==> config.mk <==
export PLATFORM = sky130hd
export DESIGN_NAME = pss_status_summary
export DESIGN_NICKNAME = d
export VERILOG_FILES = /design/src/hdl/pss_pkg.sv /design/src/hdl/pss_sync2.sv /design/src/hdl/pss_latch.sv /design/src/hdl/pss_status_summary.sv
export SDC_FILE = /design/constraint.sdc
export NUM_CORES = 1
export LEC_CHECK = 0
export BUFFER_PORTS_ARGS = -buffer_cell sky130_fd_sc_hd__buf_2
export CORE_MARGIN = 5
export CORE_UTILIZATION = 30
export DETAILED_ROUTE_END_ITERATION = 16
export SLEW_MARGIN = 20
export SYNTH_ARGS = -nofsm -noshare
export SYNTH_HDL_FRONTEND = slang
export SYNTH_HIERARCHICAL = 1
export SYNTH_SLANG_ARGS = --single-unit
==> constraint.sdc <==
create_clock -name clk -period 2.4 [get_ports clk]
set_input_delay 0.48 -clock clk [delete_from_list [all_inputs] [get_ports clk]]
set_output_delay 0.48 -clock clk [all_outputs]
set_load 0.02 [all_outputs]
==> src/hdl/pss_pkg.sv <==
// pss_pkg: constants, field layout and carrier types of the phy status summary block.
// assumes: 32-bit APB, register index times four is the byte address.
package pss_pkg;

    // ***************************************************
    // register indices (byte address is index * 4)
    // ***************************************************
    localparam int unsigned PSS_PADDR_W = 12;
    localparam logic [7:0] PSS_IDX_BASIC = 8'h01;
    localparam logic [7:0] PSS_IDX_ANEXP = 8'h06;
    localparam logic [7:0] PSS_IDX_SUMMARY = 8'h10;
    localparam logic [7:0] PSS_IDX_FALSE = 8'h14;
    localparam logic [7:0] PSS_IDX_RXERR = 8'h15;
    localparam logic [7:0] PSS_IDX_TENBASE = 8'h1A;

    // ***************************************************
    // summary word field positions
    // ***************************************************
    localparam int unsigned PSS_SUM_RSVD_HI = 15;
    localparam int unsigned PSS_SUM_RSVD_LO = 14;
    localparam int unsigned PSS_SUM_RXERR = 13;
    localparam int unsigned PSS_SUM_POL = 12;
    localparam int unsigned PSS_SUM_FALSE = 11;
    localparam int unsigned PSS_SUM_SIGDET = 10;
    localparam int unsigned PSS_SUM_DESCLK = 9;
    localparam int unsigned PSS_SUM_PAGE = 8;
    localparam int unsigned PSS_SUM_RSVD7 = 7;
    localparam int unsigned PSS_SUM_RFAULT = 6;
    localparam int unsigned PSS_SUM_JABBER = 5;
    localparam int unsigned PSS_SUM_ANDONE = 4;
    localparam int unsigned PSS_SUM_LOOP = 3;
    localparam int unsigned PSS_SUM_DUPLEX = 2;
    localparam int unsigned PSS_SUM_SPEED10 = 1;
    localparam int unsigned PSS_SUM_LINK = 0;

    // ***************************************************
    // source register field positions
    // ***************************************************
    localparam int unsigned PSS_BAS_RFAULT = 4;
    localparam int unsigned PSS_BAS_ANDONE = 5;
    localparam int unsigned PSS_BAS_LINK = 2;
    localparam int unsigned PSS_BAS_JABBER = 1;
    localparam int unsigned PSS_ANE_PAGE = 1;
    localparam int unsigned PSS_TEN_POL = 4;

    // ***************************************************
    // reset values and limits
    // ***************************************************
    localparam logic [15:0] PSS_SUM_RESET = 16'h0000;
    localparam logic [7:0] PSS_CNT_RESET = 8'h00;
    localparam logic [7:0] PSS_CNT_MAX = 8'hFF;
    localparam logic [7:0] PSS_CNT_ONE = 8'h01;
    localparam logic [31:0] PSS_RDATA_RESET = 32'h0000_0000;

    // ***************************************************
    // types
    // ***************************************************
    typedef enum logic [1:0] {
        PSS_IDLE = 2'b01,
        PSS_RESP = 2'b10
    } pss_apb_e;

    // level indications from the pmd and the negotiation logic
    typedef struct packed {
        logic signalDetect;
        logic descramLock;
        logic anComplete;
        logic loopbackEn;
        logic fullDuplex;
        logic speed10;
        logic linkUp;
    } pss_lvl_s;

    // one-cycle event pulses on clk
    typedef struct packed {
        logic rxError;
        logic falseCarrier;
        logic pageRx;
        logic remoteFault;
        logic polarityInv;
        logic jabber;
    } pss_evt_s;

    typedef struct packed {
        pss_lvl_s stage1;
        pss_lvl_s stage2;
    } pss_sync_s;

    typedef struct packed {
        logic q;
    } pss_latch_s;

    typedef struct packed {
        pss_apb_e phase;
        logic pready;
        logic pslverr;
        logic [31:0] prdata;
        logic [7:0] cntRxErr;
        logic [7:0] cntFalse;
    } pss_state_s;

endpackage

==> src/hdl/pss_sync2.sv <==
// pss_sync2: two-flop synchroniser for the level indications.
// assumes: inputs come from outside the clk domain.
`timescale 1ns/1ps
module pss_sync2 import pss_pkg::*; (
    input wire logic clk,
    input wire logic arst_n,
    input wire logic ce,
    input wire pss_lvl_s asyncIn,
    output pss_lvl_s syncOut
);

    pss_sync_s st_ff;
    pss_sync_s nxt_st;

    always_comb begin
        nxt_st = st_ff;
        nxt_st.stage1 = asyncIn;
        nxt_st.stage2 = st_ff.stage1;
    end

    always_ff @(posedge clk or negedge arst_n) begin
        if (!arst_n) begin
            st_ff <= '0;
        end else if (ce) begin
            st_ff <= nxt_st;
        end
    end

    assign syncOut = st_ff.stage2;

endmodule

==> src/hdl/pss_latch.sv <==
// pss_latch: one latching status bit, latch-high or latch-low.
// assumes: src and clr are on clk; set wins over clear.
`timescale 1ns/1ps
module pss_latch import pss_pkg::*; #(
    parameter bit LATCH_LOW = 1'b0
) (
    input wire logic clk,
    input wire logic arst_n,
    input wire logic ce,
    input wire logic src,
    input wire logic clr,
    output logic q
);

    pss_latch_s st_ff;
    pss_latch_s nxt_st;

    always_comb begin
        nxt_st = st_ff;
        if (LATCH_LOW) begin
            // refresh on clear, otherwise hold any low seen
            nxt_st.q = clr ? src : (st_ff.q & src);
        end else begin
            nxt_st.q = src | (st_ff.q & ~clr);
        end
    end

    always_ff @(posedge clk or negedge arst_n) begin
        if (!arst_n) begin
            st_ff <= '0;
        end else if (ce) begin
            st_ff <= nxt_st;
        end
    end

    assign q = st_ff.q;

endmodule

==> src/hdl/pss_status_summary.sv <==
// pss_status_summary: apb slave holding the phy status summary word and its source flags.
// assumes: apb master on clk; event pulses on clk; level indications asynchronous.
//
// Overview of operation
// RL1: bits 15:14 read zero, writes ignored
// RL2: bit 13 latches rx error, cleared by counter read
// RL3: bit 12 mirrors polarity, cleared by tenbase read
// RL4: bit 11 latches false carrier until counter read
// RL5: bit 10 signal detect, latch low, reset zero
// RL6: bit 9 descrambler lock, latch low, reset zero
// RL7: bit 8 mirrors page received, expansion read clears
// RL8: bit 7 reads zero, writes ignored
// RL9: bit 6 remote fault, cleared by basic read
// RL10: bit 5 mirrors jabber, summary read keeps it
// RL11: bit 4 shows negotiation complete
// RL12: bit 3 shows loopback enabled
// RL13: bit 2 shows resolved duplex, 1 full
// RL14: bit 1 shows resolved speed, 1 is 10
// RL15: software trusts duplex/speed only with valid link
// RL16: bit 0 mirrors link status, not cleared here
// RL17: page flag sets on code word, read clears
// RL18: summary read changes no bit anywhere
//
// Implementation choice: register access over APB.
`timescale 1ns/1ps
module pss_status_summary import pss_pkg::*; (
    input wire logic clk,
    input wire logic arst_n,
    input wire logic ce,
    input wire logic psel,
    input wire logic penable,
    input wire logic pwrite,
    input wire logic [PSS_PADDR_W-1:0] paddr,
    input wire logic [31:0] pwdata,
    input wire logic [3:0] pstrb,
    output logic [31:0] prdata,
    output logic pready,
    output logic pslverr,
    input wire pss_lvl_s phyLevels,
    input wire pss_evt_s phyEvents
);

    // ***************************************************
    // helpers
    // ***************************************************
    // saturating counter that clears on read and loads on write
    function automatic logic [7:0] pss_count_next(
        input logic [7:0] cnt,
        input logic evt,
        input logic rd,
        input logic wr,
        input logic [7:0] wval
    );
        logic [7:0] res;
        res = cnt;
        if (rd) begin
            res = evt ? PSS_CNT_ONE : PSS_CNT_RESET;
        end else if (wr) begin
            res = wval;
        end else if (evt && (cnt != PSS_CNT_MAX)) begin
            res = cnt + PSS_CNT_ONE;
        end
        return res;
    endfunction

    // ***************************************************
    // state and decode
    // ***************************************************
    pss_state_s st_ff;
    pss_state_s nxt_st;
    pss_lvl_s lvlSync;
    logic aligned;
    logic [7:0] regIdx;
    logic hit;
    logic accessDone;
    logic rdDone;
    logic wrDone;
    logic rdBasic;
    logic rdAnexp;
    logic rdFalse;
    logic rdRxErr;
    logic rdTenbase;
    logic rdSummary;
    logic latRxErr;
    logic latFalse;
    logic latPage;
    logic latRFault;
    logic latJabber;
    logic latPol;
    logic latSigDet;
    logic latDescLock;
    logic [15:0] summaryWord;
    logic [15:0] basicWord;
    logic [15:0] anexpWord;
    logic [15:0] tenbaseWord;
    logic [31:0] readMux;

    assign aligned = (paddr[1:0] == 2'b00) && (paddr[PSS_PADDR_W-1:10] == '0);
    assign regIdx = paddr[9:2];
    assign hit = aligned && (regIdx == PSS_IDX_BASIC || regIdx == PSS_IDX_ANEXP ||
        regIdx == PSS_IDX_SUMMARY || regIdx == PSS_IDX_FALSE ||
        regIdx == PSS_IDX_RXERR || regIdx == PSS_IDX_TENBASE);

    // side effects happen only on the edge that completes the access
    assign accessDone = psel && penable && st_ff.pready && hit;
    assign rdDone = accessDone && !pwrite;
    assign wrDone = accessDone && pwrite;
    assign rdBasic = rdDone && (regIdx == PSS_IDX_BASIC);
    assign rdAnexp = rdDone && (regIdx == PSS_IDX_ANEXP);
    assign rdFalse = rdDone && (regIdx == PSS_IDX_FALSE);
    assign rdRxErr = rdDone && (regIdx == PSS_IDX_RXERR);
    assign rdTenbase = rdDone && (regIdx == PSS_IDX_TENBASE);
    assign rdSummary = rdDone && (regIdx == PSS_IDX_SUMMARY);

    // ***************************************************
    // level inputs and latched flags
    // ***************************************************
    pss_sync2 u_sync (
        .clk(clk),
        .arst_n(arst_n),
        .ce(ce),
        .asyncIn(phyLevels),
        .syncOut(lvlSync)
    );

    pss_latch #(.LATCH_LOW(1'b0)) u_rxerr (  // [RL2]
        .clk(clk), .arst_n(arst_n), .ce(ce),
        .src(phyEvents.rxError), .clr(rdRxErr), .q(latRxErr)
    );
    pss_latch #(.LATCH_LOW(1'b0)) u_false (  // [RL4]
        .clk(clk), .arst_n(arst_n), .ce(ce),
        .src(phyEvents.falseCarrier), .clr(rdFalse), .q(latFalse)
    );
    pss_latch #(.LATCH_LOW(1'b0)) u_page (  // [RL17]
        .clk(clk), .arst_n(arst_n), .ce(ce),
        .src(phyEvents.pageRx), .clr(rdAnexp), .q(latPage)
    );
    pss_latch #(.LATCH_LOW(1'b0)) u_rfault (  // [RL9]
        .clk(clk), .arst_n(arst_n), .ce(ce),
        .src(phyEvents.remoteFault), .clr(rdBasic), .q(latRFault)
    );
    pss_latch #(.LATCH_LOW(1'b0)) u_jabber (  // [RL10]
        .clk(clk), .arst_n(arst_n), .ce(ce),
        .src(phyEvents.jabber), .clr(rdBasic), .q(latJabber)
    );
    pss_latch #(.LATCH_LOW(1'b0)) u_pol (  // [RL3]
        .clk(clk), .arst_n(arst_n), .ce(ce),
        .src(phyEvents.polarityInv), .clr(rdTenbase), .q(latPol)
    );
    pss_latch #(.LATCH_LOW(1'b1)) u_sigdet (  // [RL5]
        .clk(clk), .arst_n(arst_n), .ce(ce),
        .src(lvlSync.signalDetect), .clr(rdBasic), .q(latSigDet)
    );
    pss_latch #(.LATCH_LOW(1'b1)) u_desclk (  // [RL6]
        .clk(clk), .arst_n(arst_n), .ce(ce),
        .src(lvlSync.descramLock), .clr(rdBasic), .q(latDescLock)
    );

    // ***************************************************
    // register words
    // ***************************************************
    always_comb begin
        summaryWord = PSS_SUM_RESET;  // [RL1] [RL8]
        summaryWord[PSS_SUM_RXERR] = latRxErr;  // [RL2]
        summaryWord[PSS_SUM_POL] = latPol;  // [RL3]
        summaryWord[PSS_SUM_FALSE] = latFalse;  // [RL4]
        summaryWord[PSS_SUM_SIGDET] = latSigDet;  // [RL5]
        summaryWord[PSS_SUM_DESCLK] = latDescLock;  // [RL6]
        summaryWord[PSS_SUM_PAGE] = latPage;  // [RL7]
        summaryWord[PSS_SUM_RFAULT] = latRFault;  // [RL9]
        summaryWord[PSS_SUM_JABBER] = latJabber;  // [RL10]
        summaryWord[PSS_SUM_ANDONE] = lvlSync.anComplete;  // [RL11]
        summaryWord[PSS_SUM_LOOP] = lvlSync.loopbackEn;  // [RL12]
        summaryWord[PSS_SUM_DUPLEX] = lvlSync.fullDuplex;  // [RL13]
        summaryWord[PSS_SUM_SPEED10] = lvlSync.speed10;  // [RL14]
        summaryWord[PSS_SUM_LINK] = lvlSync.linkUp;  // [RL16]
    end

    always_comb begin
        basicWord = PSS_SUM_RESET;
        basicWord[PSS_BAS_RFAULT] = latRFault;
        basicWord[PSS_BAS_ANDONE] = lvlSync.anComplete;
        basicWord[PSS_BAS_LINK] = lvlSync.linkUp;
        basicWord[PSS_BAS_JABBER] = latJabber;
        anexpWord = PSS_SUM_RESET;
        anexpWord[PSS_ANE_PAGE] = latPage;
        tenbaseWord = PSS_SUM_RESET;
        tenbaseWord[PSS_TEN_POL] = latPol;
    end

    always_comb begin
        readMux = PSS_RDATA_RESET;
        unique case (regIdx)
            PSS_IDX_BASIC: readMux[15:0] = basicWord;
            PSS_IDX_ANEXP: readMux[15:0] = anexpWord;
            PSS_IDX_SUMMARY: readMux[15:0] = summaryWord;
            PSS_IDX_FALSE: readMux[7:0] = st_ff.cntFalse;
            PSS_IDX_RXERR: readMux[7:0] = st_ff.cntRxErr;
            PSS_IDX_TENBASE: readMux[15:0] = tenbaseWord;
            default: readMux = PSS_RDATA_RESET;
        endcase
    end

    // ***************************************************
    // apb slave and counters
    // ***************************************************
    always_comb begin
        nxt_st = st_ff;
        unique case (st_ff.phase)
            PSS_IDLE: begin
                if (psel && !penable) begin
                    nxt_st.phase = PSS_RESP;
                    nxt_st.pready = 1'b1;
                    nxt_st.pslverr = !hit;
                    nxt_st.prdata = (hit && !pwrite) ? readMux : PSS_RDATA_RESET;
                end
            end
            PSS_RESP: begin
                nxt_st.phase = PSS_IDLE;
                nxt_st.pready = 1'b0;
                nxt_st.pslverr = 1'b0;
                nxt_st.prdata = PSS_RDATA_RESET;
            end
        endcase
        // writes reach only the counters; the summary word stays read-only
        nxt_st.cntRxErr = pss_count_next(st_ff.cntRxErr, phyEvents.rxError, rdRxErr,
            wrDone && (regIdx == PSS_IDX_RXERR) && pstrb[0], pwdata[7:0]);
        nxt_st.cntFalse = pss_count_next(st_ff.cntFalse, phyEvents.falseCarrier, rdFalse,
            wrDone && (regIdx == PSS_IDX_FALSE) && pstrb[0], pwdata[7:0]);
    end

    always_ff @(posedge clk or negedge arst_n) begin
        if (!arst_n) begin
            st_ff.phase <= PSS_IDLE;
            st_ff.pready <= 1'b0;
            st_ff.pslverr <= 1'b0;
            st_ff.prdata <= PSS_RDATA_RESET;
            st_ff.cntRxErr <= PSS_CNT_RESET;
            st_ff.cntFalse <= PSS_CNT_RESET;
        end else if (ce) begin
            st_ff <= nxt_st;
        end
    end

    assign prdata = st_ff.prdata;
    assign pready = st_ff.pready;
    assign pslverr = st_ff.pslverr;

    // ***************************************************
    // checks
    // ***************************************************
    AST_RSVD_ZERO: assert property (@(posedge clk) disable iff (!arst_n)  // [RL1] [RL8]
        (summaryWord[PSS_SUM_RSVD_HI:PSS_SUM_RSVD_LO] == 2'b00) && !summaryWord[PSS_SUM_RSVD7])
        else $error("reserved summary bits not zero");

    AST_RXERR_SET: assert property (@(posedge clk) disable iff (!arst_n)  // [RL2]
        ce && phyEvents.rxError |=> summaryWord[PSS_SUM_RXERR])
        else $error("rx error event not latched");

    AST_RXERR_HOLD: assert property (@(posedge clk) disable iff (!arst_n)  // [RL2]
        ce && latRxErr && !rdRxErr |=> latRxErr)
        else $error("rx error latch cleared without counter read");

    AST_POL_KEEP: assert property (@(posedge clk) disable iff (!arst_n)  // [RL3]
        ce && latPol && !rdTenbase |=> summaryWord[PSS_SUM_POL])
        else $error("polarity bit lost without tenbase read");

    AST_FALSE_SET: assert property (@(posedge clk) disable iff (!arst_n)  // [RL4]
        ce && phyEvents.falseCarrier |=> latFalse && (st_ff.cntFalse != PSS_CNT_RESET))
        else $error("false carrier event not latched or counted");

    AST_SIGDET_LL: assert property (@(posedge clk) disable iff (!arst_n)  // [RL5]
        ce && !lvlSync.signalDetect |=> !summaryWord[PSS_SUM_SIGDET])
        else $error("signal detect low not latched");

    AST_DESCLK_LL: assert property (@(posedge clk) disable iff (!arst_n)  // [RL6]
        ce && !latDescLock && !rdBasic |=> !summaryWord[PSS_SUM_DESCLK])
        else $error("descrambler lock latch released without refresh");

    AST_PAGE_HOLD: assert property (@(posedge clk) disable iff (!arst_n)  // [RL7] [RL17]
        ce && latPage && !rdAnexp |=> summaryWord[PSS_SUM_PAGE])
        else $error("page received cleared without expansion read");

    AST_RFAULT_CLR: assert property (@(posedge clk) disable iff (!arst_n)  // [RL9]
        ce && rdBasic && !phyEvents.remoteFault |=> !summaryWord[PSS_SUM_RFAULT])
        else $error("remote fault not cleared by basic status read");

    AST_SUMMARY_NOSIDE: assert property (@(posedge clk) disable iff (!arst_n)  // [RL18] [RL10]
        ce && rdSummary && !(|phyEvents) |=>
            summaryWord[PSS_SUM_RXERR:PSS_SUM_FALSE] == $past(summaryWord[PSS_SUM_RXERR:PSS_SUM_FALSE]) &&
            summaryWord[PSS_SUM_PAGE] == $past(summaryWord[PSS_SUM_PAGE]) &&
            summaryWord[PSS_SUM_RFAULT:PSS_SUM_JABBER] == $past(summaryWord[PSS_SUM_RFAULT:PSS_SUM_JABBER]))
        else $error("summary read disturbed a latched bit");

    AST_READ_DATA: assert property (@(posedge clk) disable iff (!arst_n)  // [RL11] [RL16]
        ce && psel && !penable && !pwrite && aligned && (regIdx == PSS_IDX_SUMMARY) && (st_ff.phase == PSS_IDLE)
            |=> pready && (prdata[15:0] == $past(summaryWord)) && (prdata[31:16] == 16'h0000))
        else $error("summary read data does not match status");

    AST_ZERO_WAIT: assert property (@(posedge clk) disable iff (!arst_n)
        ce && pready |=> !pready)
        else $error("pready held longer than one cycle");

    AST_RXERR_CLR: assert property (@(posedge clk) disable iff (!arst_n)  // [RL2]
        ce && rdRxErr && !phyEvents.rxError |=> !latRxErr && (st_ff.cntRxErr == PSS_CNT_RESET))
        else $error("rx error latch or counter not cleared by counter read");

    AST_POL_SET: assert property (@(posedge clk) disable iff (!arst_n)  // [RL3]
        ce && phyEvents.polarityInv |=> summaryWord[PSS_SUM_POL] && tenbaseWord[PSS_TEN_POL])
        else $error("polarity event not latched");

    AST_FALSE_CLR: assert property (@(posedge clk) disable iff (!arst_n)  // [RL4]
        ce && rdFalse && !phyEvents.falseCarrier |=> !summaryWord[PSS_SUM_FALSE] && (st_ff.cntFalse == PSS_CNT_RESET))
        else $error("false carrier latch or counter not cleared by counter read");

    AST_PAGE_SET: assert property (@(posedge clk) disable iff (!arst_n)  // [RL7] [RL17]
        ce && phyEvents.pageRx |=> summaryWord[PSS_SUM_PAGE] && anexpWord[PSS_ANE_PAGE])
        else $error("page received event not latched");

    AST_RFAULT_SET: assert property (@(posedge clk) disable iff (!arst_n)  // [RL9]
        ce && phyEvents.remoteFault |=> summaryWord[PSS_SUM_RFAULT])
        else $error("remote fault event not latched");

    AST_JABBER_KEEP: assert property (@(posedge clk) disable iff (!arst_n)  // [RL10]
        ce && latJabber && !rdBasic |=> summaryWord[PSS_SUM_JABBER])
        else $error("jabber bit lost without basic status read");

    AST_LEVEL_MIRROR: assert property (@(posedge clk) disable iff (!arst_n)  // [RL11] [RL12] [RL13] [RL14] [RL16]
        arst_n && ce ##1 ce |=> (summaryWord[PSS_SUM_ANDONE:PSS_SUM_LINK] == $past(phyLevels[4:0], 2)))
        else $error("live status bits do not follow the levels after two flops");

    AST_DESCLK_REFRESH: assert property (@(posedge clk) disable iff (!arst_n)  // [RL6]
        ce && rdBasic |=> summaryWord[PSS_SUM_DESCLK] == $past(lvlSync.descramLock))
        else $error("descrambler lock not refreshed by basic status read");

    AST_BAD_ADDR: assert property (@(posedge clk) disable iff (!arst_n)
        ce && psel && !penable && !hit && (st_ff.phase == PSS_IDLE)
            |=> pready && pslverr && (prdata == PSS_RDATA_RESET))
        else $error("unmapped access not refused");

    AST_COUNT_SAT: assert property (@(posedge clk) disable iff (!arst_n)
        ce && (st_ff.cntRxErr == PSS_CNT_MAX) && !accessDone |=> (st_ff.cntRxErr == PSS_CNT_MAX))
        else $error("rx error counter left its maximum without access");

    AST_CE_FREEZE: assert property (@(posedge clk) disable iff (!arst_n)
        !ce |=> $stable(st_ff) && $stable(summaryWord))
        else $error("state changed while clock enable low");

endmodule

# --- After elaboration in Yosys (flattened, before gate mapping) ---
# Index checks and enable logic that the tools add are counted.
totals:
  ff_bits: 74
  latch_bits: 0
  ramBits: 0
  romBits: 0
  in_bits: 67
  elab_cells: 110
  memories: 0
classes:
  n_addsub: 2
  n_mul: 0
  n_div: 0
  n_lt_le_gt_ge: 0
  eq_ne: 11
  shifts: 0
  n_mux: 15
  bitwise_logic: 19
  reduce_logical: 35
ops:
  columns: ["operator", "count"]
  rows:
  - ["36-bit case mux with 2 select lines", 1]
  - ["8-bit two-way mux", 6]
  - ["8-bit case mux with 6 select lines", 1]
  - ["36-bit two-way mux", 1]
  - ["8-bit by 5-bit equality test with 1-bit output (second input constant)", 4]
  - ["1-bit logical AND", 20]
  - ["8-bit by 1-bit adder with 8-bit output (second input constant)", 2]
  - ["16-bit two-way mux", 1]
  - ["8-bit inequality test (second input constant)", 2]
  - ["1-bit AND", 8]
  - ["8-bit by 1-bit equality test with 1-bit output (second input constant)", 1]
  - ["8-bit by 3-bit equality test with 1-bit output (second input constant)", 1]
  - ["6-bit two-way mux", 1]
  - ["1-bit OR", 6]
  - ["2-bit AND reduction", 3]
  - ["3-bit nonzero test", 2]
  - ["1-bit logical OR", 5]
  - ["1-bit inverter", 5]
  - ["2-bit logical NOT", 2]
  - ["1-bit two-way mux", 4]
  - ["1-bit logical NOT", 3]
  - ["2-bit by 1-bit equality test with 1-bit output (second input constant)", 1]
  - ["2-bit equality test (second input constant)", 1]
  - ["2-bit inequality test (second input constant)", 1]

# --- Longest topological paths before layout ---
depth:
  depth_word: 13
  depth_mapped: 8

# --- Hierarchy ---
# Netlist, hierarchy kept.
modules_own_cells:
  columns: ["module", "n_inst", "cells_each", "area_per_inst_um2", "seq_area_each_um2"]
  rows:
  - ["pss_status_summary", 1, 288, 2519.9, 827.0]
  - ["pss_sync2", 1, 29, 519.2, 350.3]
  - ["pss_latch at u_false ...", 6, 3, 37.5, 25.0]
  - ["pss_latch at u_desclk ...", 2, 4, 38.8, 25.0]

# --- Least setup slack after synthesis ---
# Ideal clock, no wire load.
synth_timing:
  path_type: "input -> register"
  startpoint: "input port paddr[5]"
  endpoint: "register u_jabber.st_ff (netlist: u_jabber/q)"
  setup_time_ns: 0.121
  arrival_time_ns: 2.256
  t_required_ns: 2.279
  slack_ns: 0.023
  stages: 7
  path_buffers: 1
  path_cell_list: "clkbuf_2 > or4b_1 > a21o_1 > a21o_2 > nor4b_1 > nand2_1 > a22o_1"
synth_between:
  elab_chain_len: 13
synth_rtl:
  columns: ["element", "line_no", "rtl"]
  rows:
  - ["start: declaration", "pss_status_summary.sv:33", "input wire logic [PSS_PADDR_W-1:0] paddr,"]
  - ["8-bit by 1-bit equality test with 1-bit output / 8-bit by 3-bit equality test with 1-bit output (equally long branches)", "pss_status_summary.sv:100, pss_status_summary.sv:108", null]
  - ["1-bit logical OR (2 in a row)", "pss_status_summary.sv:100", "assign hit = aligned && (regIdx == PSS_IDX_BASIC || regIdx == PSS_IDX_ANEXP ||"]
  - ["1-bit logical OR (2 in a row)", "pss_status_summary.sv:101", "regIdx == PSS_IDX_SUMMARY || regIdx == PSS_IDX_FALSE ||"]
  - ["1-bit logical OR", "pss_status_summary.sv:102", "regIdx == PSS_IDX_RXERR || regIdx == PSS_IDX_TENBASE);"]
  - ["1-bit logical AND", "pss_status_summary.sv:100", null]
  - ["1-bit logical AND", "pss_status_summary.sv:105", "assign accessDone = psel && penable && st_ff.pready && hit;"]
  - ["1-bit logical AND", "pss_status_summary.sv:106", "assign rdDone = accessDone && !pwrite;"]
  - ["1-bit logical AND *", "pss_status_summary.sv:108", "assign rdBasic = rdDone && (regIdx == PSS_IDX_BASIC);"]
  - ["net rdBasic", "pss_status_summary.sv:78", "logic rdBasic;"]
  - ["1-bit inverter *", null, null]
  - ["1-bit AND *", "pss_latch.sv:24", "nxt_st.q = src | (st_ff.q & ~clr);"]
  - ["1-bit OR *", "pss_latch.sv:24", null]
  - ["end signal: assignment", "pss_latch.sv:32", "st_ff <= nxt_st;"]
  - ["end: declaration", "pss_latch.sv:15", "pss_latch_s st_ff;"]
# The timed path passes the listed nets; every way through them passes the cells marked *.
# A chain may end at the register's enable or synchronous reset.

# --- Worst setup path in the final report ---
layout_timing:
  startpoint: "register st_ff[0] (netlist name)"
  endpoint: "register st_ff[1] (netlist name)"
layout_between:
  elab_chain_len: 4
layout_rtl:
  columns: ["element", "line_no", "rtl"]
  rows:
  - ["start: declaration", "pss_status_summary.sv:69", "pss_state_s st_ff;"]
  - ["start signal: assignment", "pss_status_summary.sv:241", "st_ff <= nxt_st;"]
  - ["8-bit by 1-bit adder with 8-bit output / 8-bit inequality test (equally long branches)", "pss_status_summary.sv:61, pss_status_summary.sv:60", null]
  - ["8-bit two-way mux / 1-bit logical AND (equally long branches)", "pss_status_summary.sv:60", "end else if (evt && (cnt != PSS_CNT_MAX)) begin"]
  - ["8-bit two-way mux / 3-bit nonzero test (equally long branches)", null, null]
  - ["8-bit two-way mux / 2-bit AND reduction (equally long branches)", null, null]
# Several ways; a longest one is shown, not always the timed one. The select of a mux whose other input is x is not followed.

==> impl_results.md <==
- Status: finished clean
- P_int: 1.47 mW
- Worst IR Drop VDD: 259 uV
- Top cells by area, synth: dfrtp_1 40%, buf_4 7.4%, mux2_2 4.7%
- Lkg Pwr: 1.67 nW
- Vias: 2,832
- Cell Pwr Density: 575 nW/um2
- Flop pwr share: 53.3%
- DRC errors left: 0
- CP delay by family, top: compound AO/OA/AOI/OAI gates
- Layout area overhead: 15.8%
- Max Slew Vio Count: 0
- Setup ws final: 0.284 ns
- Gp weighted congestion: 0.842
- Critical Path, Cell by Cell: ha_1 > nand3_1 > o311a_1 > a31o_2 > nand2b_1 > o22ai_1
- Cell row count: 38
- Setup TNS: 0 ns
- Dpl hpwl: 7140 um
- Sequential share of the synthesized area: 41.2%
- Pin count of the biggest net entering global routing: 56
- Synth Register Bits: 55
- CP max FO: 7
- Clock buffer depth: 2
- # Max-Cap Violations: 0
- WL per Instance: 16.6 um
- Layout cells sized above 1: 29.1%
- CP required: 2.60 ns
- RSZ-0062 raised after global routing: no
- CTS Hold Bufs: 0
- Count of antenna-violating nets left after detailed routing: 0
- Critical Path Start Type: flip-flop
- GRT overflow: 0
- Buffer and inverter count on the worst path: 0
- Chip height: 116 um
- Cell with the most instances after synthesis: dfrtp_1
- Yosys warnings: 6
- Crit end category: flip-flop
- Avg Cell Area, Syn: 9.74 um2
- Ports: 101
- Number of buffers created by CTS: 5
- Mean number of vias per cell: 5.16
- Post-synth top area share: 40.4%
- CTS root buffer: clkbuf_8
- Design Area, Final: 3870 um2
- Cell variety after synth: 62
- Max-slew headroom: 52.8%
- Top post-synthesis cells by count: 54 x dfrtp_1, 33 x buf_4, 23 x nand2_1
- Post-synth EDFFs: 0
- Die area: 13,400 um2
- Placed Area: 3760 um2
- Die width: 116 um
- Worst-Margin Slew: 0.707 ns
- Final WL: 9130 um
- Switching power: 760 uW
- Post-CTS setup buffer count: 0
- CTS tree: done
- Setup WS pre-CTS: -0.0431 ns
- Max incr delay on CP: 0.48 ns
- Final Hold Viols: 0
- GR Util All Layers: 13.9%
- Switching Fraction: 34.2%
- Core ar.: 10,900 um2
- Fmax: 473 MHz
- Asr flop ratio synth: 100%
- Clock Skew: 0.0121 ns
- Vias in the first global route: 2,758
- Synth area leader: dfrtp_1
- Final period util: 88.2%
- Number of port buffers: 55
- Clock Pin Slew Worst Setup and Hold Paths: 0.12 ns
- Final setup vio count: 0
- Post-Syn Instances: 343
- Initial antenna violation count: 0
- Clock tree sinks: 55
- Cell Area, Synth: 3340 um2
- Nets@finish: 477
- First-pass GRT wire length: 14,400 um
- Crit path time final: 2.12 ns
- Worst hold path class: input port to async pin
- DR pass1 iterations: 4
- Diode count: 0
- Comb power frac: 20.6%
- Ys flop type: dfrtp_1
- Clock power share: 26.1%
- Clock Latency Late Sink: 0.33 ns
- # resized after CTS: 0
- Arrival time worst endpoint: 2.32 ns
- Initial Utilization: 30.7%
- Htree depth: 2
- Slowest cell on crit path: dfrtp_1
- Starting DRC count in detailed routing: 185
- Critical path class: flip-flop to flip-flop
==> worst reg2reg max path: cells and delay by family (launching register included) <==
family / cells / cell delay [ns]
simple gates: 2 / 0.48
fa+ha+maj: 1 / 0.24
compound gates: 3 / 0.79
flops: 1 / 0.48
==> routing by layer <==
| layer | wire [um] | track usage (%) |
|---|---|---|
| met2 | 4440 | 23.1 |
| met5 | 0 | 0 |
| met3 | 598 | 3.81 |
| met4 | 97 | 3.05 |
| met1 | 3990 | 18.2 |
==> state kept, by name (all words and copies together), names as in the netlist, 7 cells and up <==
name            cells
prdata             14
u_sync/nxt_st       7
st_ff              18
u_sync/syncOut      7
==> cell families (layout without fill, tap and decap cells) <==
logic type	Yosys count	after routing	synth area share, %
multiplexers	24	24	7.71
AO/OA/AOI/OAI	97	97	20.6
adder cells (fa/ha/maj)	2	2	0.749
flip-flops	55	55	41.2
AND/OR/NAND/NOR	110	110	19.2
other	1	18	0.112
buffers and inverters	54	103	10.4
==> through the flow <==
stage | hold WS (ns) | instances | utilization (%) | power, mW
after global routing | 0.331 | 549 | 35.6 | 2.36
final | 0.272 | 549 | 35.6 | 2.23
after CTS | 0.301 | 549 | 35.5 | 2.24
after detailed placement | 0.475 | 541 | 34.6 | 1.66
after floorplan | 0.184 | 360 | - | 1.48
after global placement | 0.469 | 541 | 34.6 | 1.64
==> power groups by stage <==
stage	Clock [mW]	Sequential, mW	Combinational [mW]
2_1_floorplan	0	1.16	0.312
3_3_place_gp	0	1.20	0.442
3_5_place_dp	0	1.20	0.454
4_1_cts	0.602	1.19	0.458
5_1_grt	0.650	1.20	0.505
6_report	0.581	1.19	0.458
==> path summary, 6_finish.rpt <==
| kind | depth (start not counted) | slack [ns] | from | endpoint |
|---|---|---|---|---|
| max | 6 | 0.28 | st_ff[0] | st_ff[1] |
| min | 2 | 0.27 | arst_n | u_desclk/q |
| max reg2reg | 6 | 0.28 | st_ff[0] | st_ff[1] |
| min reg2reg | 2 | 0.50 | prdata[3] | prdata[3] |
| max in group asynchronous | 2 | 1.65 | arst_n | st_ff[12] |
| min in group clk | 2 | 0.38 | phyLevels[5] | u_sync/nxt_st[5] |
==> cell usage in the layout, fill, tap and decap left out, drive strengths merged, types with 4 or more instances in the layout <==
cell	n
buf	83
dfrtp	54
o21ai	25
nand2	23
nor2	20
conb	18
a22o	18
mux2	14
inv	14
o2bb2ai	13
a21oi	13
nor3	13
mux2i	10
nand3	9
nand4	5
and2	5
clkbuf	5
and3	4
nand2b	4
nor2b	4
a22oi	4
nor4	4
==> area by class of cell <==
cell class                 instances  area, um2
sequential                        55       1380
inverter                          12       45.0
multi-input combinational        251       1690
timing repair buffer              83        485
fill                            1129       7020
tap                              140        175
clock buffer                       5       68.8
clock inverter                     3       33.8
No activity file was read; power rests on OpenSTA's default activity.
